$ cat src/rtl/sspc_pkg.sv
package sspc_pkg;
	// ****************************************
	// pins and ports
	// ****************************************
	localparam int NUM_PORTS     = 4;
	localparam int UPSTREAM_PORT = 0;
	localparam int GPIO_W        = 11;
	localparam int GPIO_RST_P2   = 0;
	localparam int GPIO_IRQ0     = 2;
	localparam int GPIO_EVENT    = 7;
	localparam int GPIO_RST_P1   = 8;
	localparam int GPIO_RST_P3   = 9;
	localparam logic [GPIO_W-1:0] GPIO_USED = 11'h787;
	// ****************************************
	// modes
	// ****************************************
	localparam int MODE_W = 3;
	localparam logic [MODE_W-1:0] MODE_NORMAL = 3'h0;
	localparam logic [MODE_W-1:0] MODE_EEPROM = 3'h1;
	// ****************************************
	// smbus
	// ****************************************
	localparam logic [6:0] SMB_MASTER_ADDR = 7'h50;
	localparam logic [6:0] SMB_SLAVE_ADDR  = 7'h77;
	localparam int CLK_HZ     = 125000000;
	localparam int SMB_HZ     = 400000;
	// half period of scl, rounded down so the bus never runs slower than asked
	localparam int SMB_HALF   = CLK_HZ / (2 * SMB_HZ);
	localparam int SMB_CNT_W  = 8;
	// ****************************************
	// fundamental reset sequence
	// ****************************************
	localparam int LINK_RST_NS  = 1000;
	localparam int LINK_RST_CYC = (LINK_RST_NS * 125 + 999) / 1000;
	localparam int LRST_W       = 8;
endpackage

$ cat src/rtl/sspc_top.sv
`timescale 1ns/1ps
`default_nettype none
// How it works
// - names ending _n, and resetn, are asserted low; all others asserted high
// - master smbus clock toggles at 400 KHz while this device is master
// - port 0 is the upstream port; ports 1..3 downstream
// - gpio 0, 8, 9 alternate: reset out for ports 2, 1, 3
// - gpio 2 alternate: active-low expander interrupt 0 input
// - gpio 7 alternate: active-low event output
// - reset loads downstream common-clock strap into downstream slot clock bits
// - software write overrides each port's slot clock bit independently
// - reset loads upstream common-clock strap into upstream slot clock bit
// - fundamental reset clears all logic but the gpio input register, drives master scl and the registered reset flag high, and starts link reset sequence
// - mode strap: 0 normal, 1 normal with eeprom init, 2..7 reserved
// - master smbus address 0x50, slave address 0x77
// - expander interrupt triggers master smbus read of hot-plug inputs
module sspc_top
	import sspc_pkg::*;
(
	// clock and reset
	input  wire logic                 clk,
	input  wire logic                 resetn,
	input  wire logic                 fundamental_reset_in_n,
	// straps
	input  wire logic [MODE_W-1:0]    operating_mode_strap,
	input  wire logic                 common_clock_downstream_strap,
	input  wire logic                 common_clock_upstream_strap,
	// slot clock configuration bit control
	input  wire logic [NUM_PORTS-1:0] sclk_wr,
	input  wire logic [NUM_PORTS-1:0] sclk_wdata,
	output logic [NUM_PORTS-1:0]      sclk_status,
	output logic                      upstream_sclk,
	output logic [NUM_PORTS-1:0]      port_is_upstream,
	// mode status
	output logic                      mode_normal,
	output logic                      mode_eeprom_init,
	output logic                      mode_reserved,
	output logic [6:0]                smb_master_addr,
	output logic [6:0]                smb_slave_addr,
	// gpio control
	input  wire logic [GPIO_W-1:0]    gpio_alt_en,
	input  wire logic [GPIO_W-1:0]    gpio_out,
	input  wire logic [GPIO_W-1:0]    gpio_dir,
	input  wire logic [NUM_PORTS-1:0] port_reset_req,
	input  wire logic                 event_req,
	output logic [GPIO_W-1:0]         gpio_in_val,
	// gpio pins
	input  wire logic [GPIO_W-1:0]    gpio_pin_i,
	output logic [GPIO_W-1:0]         gpio_pin_o,
	output logic [GPIO_W-1:0]         gpio_pin_oe,
	// expander and link reset
	output logic                      expander_irq_seen,
	output logic                      expander_read_req,
	input  wire logic                 expander_read_done,
	input  wire logic                 smb_master_active,
	output logic                      master_smbus_clock_o,
	output logic                      link_reset_active
);
	// ****************************************
	// reset and strap capture
	// ****************************************
	logic                 rst_busy;
	logic                 frst_r, frst_nxt;
	logic                 cap_r, cap_nxt;
	logic [MODE_W-1:0]    mode_r, mode_nxt;
	logic [NUM_PORTS-1:0] sclk_r, sclk_nxt;
	logic [LRST_W-1:0]    lrst_r, lrst_nxt;

	assign rst_busy = ~fundamental_reset_in_n;

	function automatic logic [NUM_PORTS-1:0] strap_seed(input logic ds, input logic us);
		logic [NUM_PORTS-1:0] v;
		v = {NUM_PORTS{ds}};
		v[UPSTREAM_PORT] = us;
		return v;
	endfunction

	always_comb begin
		frst_nxt = rst_busy;
		cap_nxt  = cap_r;
		mode_nxt = mode_r;
		sclk_nxt = sclk_r;
		lrst_nxt = lrst_r;
		if (rst_busy) begin
			cap_nxt  = 1'b0;
			mode_nxt = MODE_NORMAL;
			sclk_nxt = '0;
			lrst_nxt = '0;
		end else if (!cap_r) begin
			cap_nxt  = 1'b1;
			mode_nxt = operating_mode_strap;
			sclk_nxt = strap_seed(common_clock_downstream_strap, common_clock_upstream_strap);
			lrst_nxt = LRST_W'(LINK_RST_CYC);
		end else begin
			for (int i = 0; i < NUM_PORTS; i++) begin
				if (sclk_wr[i]) begin
					sclk_nxt[i] = sclk_wdata[i];
				end
			end
			if (lrst_r != '0) begin
				lrst_nxt = lrst_r - 1'b1;
			end
		end
	end

	always_ff @(posedge clk or negedge resetn) begin
		if (!resetn) begin
			frst_r <= 1'b1;
			cap_r  <= 1'b0;
			mode_r <= MODE_NORMAL;
			sclk_r <= '0;
			lrst_r <= '0;
		end else begin
			frst_r <= frst_nxt;
			cap_r  <= cap_nxt;
			mode_r <= mode_nxt;
			sclk_r <= sclk_nxt;
			lrst_r <= lrst_nxt;
		end
	end

	assign sclk_status   = sclk_r;
	assign upstream_sclk    = sclk_r[UPSTREAM_PORT];
	assign port_is_upstream = NUM_PORTS'(1) << UPSTREAM_PORT;
	assign mode_normal      = cap_r && (mode_r == MODE_NORMAL);
	assign mode_eeprom_init = cap_r && (mode_r == MODE_EEPROM);
	assign mode_reserved    = cap_r && (mode_r > MODE_EEPROM);
	assign smb_master_addr  = SMB_MASTER_ADDR;
	assign smb_slave_addr   = SMB_SLAVE_ADDR;
	assign link_reset_active = frst_r || !cap_r || (lrst_r != '0);

	// ****************************************
	// gpio mux
	// ****************************************
	logic [GPIO_W-1:0] alt_o, alt_oe, alt_en;
	logic              irq_n;

	always_comb begin
		alt_en = gpio_alt_en & GPIO_USED;
		alt_o  = gpio_out;
		alt_oe = gpio_dir;
		alt_o[GPIO_RST_P2] = ~(port_reset_req[2] | link_reset_active);
		alt_o[GPIO_RST_P1] = ~(port_reset_req[1] | link_reset_active);
		alt_o[GPIO_RST_P3] = ~(port_reset_req[3] | link_reset_active);
		alt_o[GPIO_EVENT]  = ~event_req;
		alt_o[GPIO_IRQ0]   = 1'b0;
		alt_oe[GPIO_RST_P2] = 1'b1;
		alt_oe[GPIO_RST_P1] = 1'b1;
		alt_oe[GPIO_RST_P3] = 1'b1;
		alt_oe[GPIO_EVENT]  = 1'b1;
		alt_oe[GPIO_IRQ0]   = 1'b0;
	end

	logic [GPIO_W-1:0] po_r, po_nxt, poe_r, poe_nxt;
	logic [GPIO_W-1:0] gin_r;
	logic              irq_d_r, irq_nxt;
	logic              req_r, req_nxt;

	always_comb begin
		for (int i = 0; i < GPIO_W; i++) begin
			po_nxt[i]  = alt_en[i] ? alt_o[i] : gpio_out[i];
			poe_nxt[i] = alt_en[i] ? alt_oe[i] : gpio_dir[i];
		end
		if (rst_busy) begin
			po_nxt  = '0;
			poe_nxt = '0;
		end
	end

	// active-low irq sampled only when alternate enabled
	assign irq_n   = alt_en[GPIO_IRQ0] ? gpio_pin_i[GPIO_IRQ0] : 1'b1;
	assign irq_nxt = rst_busy ? 1'b0 : ~irq_n;

	always_comb begin
		req_nxt = req_r;
		// irq starts expander read; new event wins over done
		if (rst_busy) begin
			req_nxt = 1'b0;
		end else if (~irq_n && !irq_d_r && cap_r) begin
			req_nxt = 1'b1;
		end else if (expander_read_done) begin
			req_nxt = 1'b0;
		end
	end

	always_ff @(posedge clk or negedge resetn) begin
		if (!resetn) begin
			po_r    <= '0;
			poe_r   <= '0;
			gin_r   <= '0;
			irq_d_r <= 1'b0;
			req_r   <= 1'b0;
		end else begin
			po_r    <= po_nxt;
			poe_r   <= poe_nxt;
			gin_r   <= gpio_pin_i;
			irq_d_r <= irq_nxt;
			req_r   <= req_nxt;
		end
	end

	assign gpio_pin_o        = po_r;
	assign gpio_pin_oe       = poe_r;
	assign gpio_in_val       = gin_r;
	assign expander_irq_seen = irq_d_r;
	assign expander_read_req = req_r;

	// ****************************************
	// master smbus clock generator
	// ****************************************
	logic [SMB_CNT_W-1:0] scnt_r, scnt_nxt;
	logic                 scl_r, scl_nxt;

	always_comb begin
		scnt_nxt = scnt_r;
		scl_nxt  = scl_r;
		// 400 KHz bus clock while master
		if (rst_busy || !smb_master_active) begin
			scnt_nxt = '0;
			scl_nxt  = 1'b1;
		end else if (scnt_r == SMB_CNT_W'(SMB_HALF - 1)) begin
			scnt_nxt = '0;
			scl_nxt  = ~scl_r;
		end else begin
			scnt_nxt = scnt_r + 1'b1;
		end
	end

	always_ff @(posedge clk or negedge resetn) begin
		if (!resetn) begin
			scnt_r <= '0;
			scl_r  <= 1'b1;
		end else begin
			scnt_r <= scnt_nxt;
			scl_r  <= scl_nxt;
		end
	end

	assign master_smbus_clock_o = scl_r;
endmodule
`default_nettype wire

$ cat config.mk
export PLATFORM = sky130hd
export DESIGN_NAME = sspc_top
export DESIGN_NICKNAME = d
export VERILOG_FILES = /design/src/rtl/sspc_pkg.sv /design/src/rtl/sspc_top.sv
export SDC_FILE = /design/constraint.sdc
export NUM_CORES = 1
export LEC_CHECK = 0
export BUFFER_PORTS_ARGS = -buffer_cell sky130_fd_sc_hd__buf_2
export CAP_MARGIN = 15
export CORE_ASPECT_RATIO = 1.5
export CORE_UTILIZATION = 45
export DETAILED_ROUTE_END_ITERATION = 10
export GPL_ROUTABILITY_DRIVEN = 0
export PLACE_DENSITY_LB_ADDON = 0.08
export REMOVE_ABC_BUFFERS = 1
export SLEW_MARGIN = 25
export SYNTH_ARGS = -nofsm -noshare
export SYNTH_HDL_FRONTEND = slang
export SYNTH_SLANG_ARGS = --single-unit
$ cat constraint.sdc
create_clock -name clk -period 2.7 [get_ports clk]
set_input_delay 0.54 -clock clk [delete_from_list [all_inputs] [get_ports clk]]
set_output_delay 0.54 -clock clk [all_outputs]
set_load 0.1 [all_outputs]
### Word-level counts from Yosys, hierarchy flattened

Cells that the tools add are included.

* magnitude comparators: 1
* multipliers: 0
* add/subtract/negate cells: 2
* muxes and demuxes: 33
* equal/unequal tests: 9
* reduce and logical (&&, ||, !) cells: 14
* shifts and indexed selects: 0
* divide/modulo/power cells: 0
* bitwise operators: 10

Operators by type and width (count)
* two-way mux 8 bit: 5
* two-way mux 1 bit: 22
* two-way mux 11 bit: 2
* inequality test 3 bit (second input constant): 4
* adder 8 x 1 -> 8 bit (second input constant): 1
* equality test 8 bit (second input constant): 1
* two-way mux 4 bit: 2
* nonzero test 8 bit: 1
* subtractor 8 x 1 -> 8 bit (second input constant): 1
* NOT 1 bit: 7
* two-way mux 3 bit: 2
* logical AND 1 bit: 5
* equality test 3 x 1 -> 1 bit (second input constant): 1
* greater-than comparator 3 x 1 -> 1 bit (second input constant): 1
* zero test 1 bit: 3
* zero test 3 bit: 1
* logical OR 1 bit: 3
* inequality test 3 x 1 -> 1 bit (second input constant): 1
* inequality test 3 x 2 -> 1 bit (second input constant): 1
* bitwise OR 1 bit: 3
* inequality test 2 bit (second input constant): 1
* nonzero test 2 bit: 1

* output and inout bits: 63
* bits in latches: 0
* ROM bits: 0
* memory bits (writable): 0
* input bits: 67
* memories kept: 0
* register bits after elaboration: 61
* logic and storage cells: 84

### Logic depth before layout (Yosys ltp)

* word-level depth: 7
* depth in mapped cells: 7
* gate-level depth less buffers: 6

### Worst setup path after synthesis

No wires, ideal clock.

* kind: reg2out
* start: register cap_r
* end: output mode_normal
* cell stages (with the launch flop): 3
* required time: 2.160 ns
* arrival: 3.773 ns
* buffers on the path: 1
* slack: -1.613 ns
* path through: dfrtp_1 > clkbuf_1 > nor4b_1

* word-level cells in the longest chain between the ends: 1

Ends and longest elaborated chain
* start, declared: line sspc_top.sv:64 `logic cap_r, cap_nxt;`
* start signal, assigned: line sspc_top.sv:115 `cap_r <= cap_nxt;`
* logical AND 1 bit: line sspc_top.sv:125 `assign mode_normal = cap_r && (mode_r == MODE_NORMAL);`
* end, declared: line sspc_top.sv:35 `output logic mode_normal,`

No other way between the ends.

### Worst setup path in the final report

* start: register lrst_r[1]
* end: output link_reset_active

* word-level cells in the longest chain between the ends: 2

Ends and longest elaborated chain
* start, declared: line sspc_top.sv:67 `logic [LRST_W-1:0] lrst_r, lrst_nxt;`
* start signal, assigned: line sspc_top.sv:118 `lrst_r <= lrst_nxt;`
* nonzero test 8 bit: line sspc_top.sv:130 `assign link_reset_active = frst_r || !cap_r || (lrst_r != '0);`
* logical OR 1 bit: line sspc_top.sv:130
* end, declared: line sspc_top.sv:57 `output logic link_reset_active`

No other way between the ends.

==> flow_summary.toml <==
[run_status]
status = "completed"

[placed_design]
portBuffers = 104
dpl_cell_area_sq_mm = 0.00305
placedCellCount = 388
dp_hpwl_mm = 3.75
pre_cts_ws_ps = 84.1

[clock_tree]
cts-root-buf = "clkbuf_8"
cts.clk_slew.worst_paths_ps = 70
cts_tree = "yes"
postCtsHoldBufs = 0
cts_sinks = 61
clk_latency_ps = 330
h-tree-depth = 3
numCtsBuffers = 9
cts_buffer_depth = 2

[timing]
finalCritPeriodShare = 0.984
period_minus_slack_ps = 2660
layout_setup_ws_ps = 42.6
worstMarginPinSlew_ps = 656
skew_ps = 10.0
rsz0062_at_grt = "yes"
fin_hold_ws_ps = 208
slew_viol_final = 0
hold_viol = 0
clock.fmax_mhz = 376
max_slew_margin = 0.562
setup-violations-final = 0

[setup_path]
critPathMaxStageDelay_ps = 460
crit_path_start_kind = "flip-flop"
crit_slowest_cell = "or4b_4"
worstSetupPathType = "reg -> out"
critPathCaptureType = "output pin"
crit_arrival_ps = 2120
cp_cell_sequence = "inv_1 -> ha_2 -> or4b_4 -> nand2b_4 -> or3b_4 -> buf_12"
cp_top_family = "simple AND/OR/NAND/NOR gates"
worstPathRequired_ps = 2160
critPathMaxFanout = 2
cp.buffers_inverters = 2

[synthesis]
synthArstFlopShare = 1.00
post-synth-top-count-cell = "dfrtp_1"
synth_area_per_cell_sq_um = 11.4
ys_seq_elements = 61
ys_types = 41
ys_seq_area_frac = 0.606
synth_top_area_cell = "dfrtp_1"
synth_common_cells = "dfrtp_1 (59), nor2_1 (24), buf_4 (19)"
synth_flop_cell = "dfrtp_1"
netlist_instances = 221
ys_warn_count = 0
synth-edff-count = 0
syn_area_sq_mm = 0.00252
yosys.area.top_type_share = 0.585
netlist_top_cells_area = "dfrtp_1 (59%), buf_4 (5.7%), mux2i_1 (3.6%), nor2_1 (3.6%), and2_1 (3.0%)"

[global_route]
grt_max_degree = 62
grtUsageTotal = 0.194
grt_pass1_vias = 1826
grt_pass1_wl_mm = 8.55
grt_overflow = 0
antenna_found_initial = 0

[pwr]
powerDensity_mw_per_mm2 = 717
finalPower_mw = 2.37
peakVddDrop_mv = 0.314
leakagePower_nw = 1.72

[finish]
fin_cells = 407
seq_area_sq_mm = 0.00153
n_antenna_cell = 0
synthToLayoutAreaGrowth_pct = 30.9
post-route-cell-area_sq_mm = 0.00330
fillCellCount = 496
fin_nets = 402
multi_input_area_sq_um = 848
drive_gt1_frac = 0.407

[floorplanning]
start_util = 0.463
dieArea_sq_mm = 0.00591
die_x_um = 63.1
die_h_um = 93.7
core_area_sq_mm = 0.00545
rows = 33
ios = 130

[route]
detail_route.vias_per_cell = 4.66
first_iter_violations = 64
avgRoutedWirePerCell_um = 12.6
vias = 1896
wirelength_mm = 5.13
first_pass_iters = 6
ant_nets = 0
remaining_drc_errors = 0

[worst_hold_path]
min_path_type = "in -> async"

[run]
drv_cap = 0
==> power by group <==
part           internal (mW)  switching, mW  total, mW  leakage (nW)
Clock                  0.468          0.329      0.797         0.101
Sequential             0.961         0.0262      0.987         0.775
Combinational          0.113          0.471      0.584         0.840
Total                   1.54          0.826       2.37          1.72
==> sequential cells by signal (all words and copies together), names as in the netlist <==
signal                count
cap_r                     1
expander_irq_seen         1
expander_read_req         1
frst_r                    1
gpio_in_val              11
gpio_pin_o               11
gpio_pin_oe              11
lrst_r                    8
master_smbus_clock_o      1
mode_r                    3
sclk_status               4
scnt_r                    8
==> path summary, 6_finish.rpt <==
check	from	to	slack, ps	cells past startpoint
worst min-delay path	resetn	gpio_pin_oe[4]$_DFF_PN0_	210	2
worst min register to register	scnt_r[0]$_DFF_PN0_	scnt_r[0]$_DFF_PN0_	490	1
min in group clk	gpio_pin_i[10]	gpio_in_val[10]$_DFF_PN0_	310	1
worst max-delay path	lrst_r[1]$_DFFE_PN0P_	link_reset_active	40	6
worst max register to register	lrst_r[1]$_DFFE_PN0P_	gpio_pin_o[8]$_DFF_PN0_	690	7
max in group asynchronous	resetn	frst_r$_DFF_PN1_	2190	2
==> cell families (layout without fill, tap and decap cells) <==
group | Yosys count | in the layout | share of synthesized area
compound gates | 30 | 30 | 0.0709
xor+xnor | 5 | 5 | 0.0174
fa+ha+maj | 2 | 2 | 0.00992
buf+inv | 35 | 135 | 0.0833
flops | 61 | 61 | 0.606
mux | 9 | 9 | 0.0357
other cells | 2 | 18 | 0.00298
simple gates | 77 | 77 | 0.174
==> cell type report <==
cell class | count | area share
flip-flops and latches | 61 | 0.463
multi-input cells | 141 | 0.257
repair buffers | 112 | 0.184
clock buffers | 11 | 0.0459
well taps | 70 | 0.0265
clock inverters | 4 | 0.0144
inverters | 8 | 0.00909
==> layer usage <==
layer  wire length, um  vias up  GRT usage
met4               112        0      0.109
met1              2080      878      0.222
met5                 0        -          0
met2              2610       80      0.320
li1                  -      930          -
met3               329        8     0.0595
==> cells in the final DEF, fill, tap and decap left out, types with 3 or more instances in the layout <==
cell type,synthesis,final
nor3b_1,4,4
nand2_1,9,9
and2_1,12,12
a211oi_1,4,4
nor3_1,3,3
dfrtp_1,59,59
a21oi_1,10,10
buf_2,0,103
xnor2_1,3,3
o21ai_0,5,5
nand2b_1,4,4
buf_4,19,7
inv_1,8,8
nor2_1,24,24
o22ai_1,4,4
conb_1,2,18
clkbuf_8,0,11
mux2i_1,9,9
a31oi_1,3,3
nand3_1,4,4
==> timing repair <==
action,CTS,global route
buffers inserted,4,0
endpoints found under the hold margin,0,0
endpoints found under the setup margin,1,1
pin swaps,1,1
resized for setup,6,0
gates cloned,0,0
==> metrics by stage <==
step / setup TNS [ps] / util
after floorplan: -2990 / -
after global placement: 0 / 0.560
after detailed placement: 0 / 0.560
after CTS: 0 / 0.606
after global routing: -23.4 / 0.606
final: 0 / 0.606
Power figures use the tool's default switching activity.
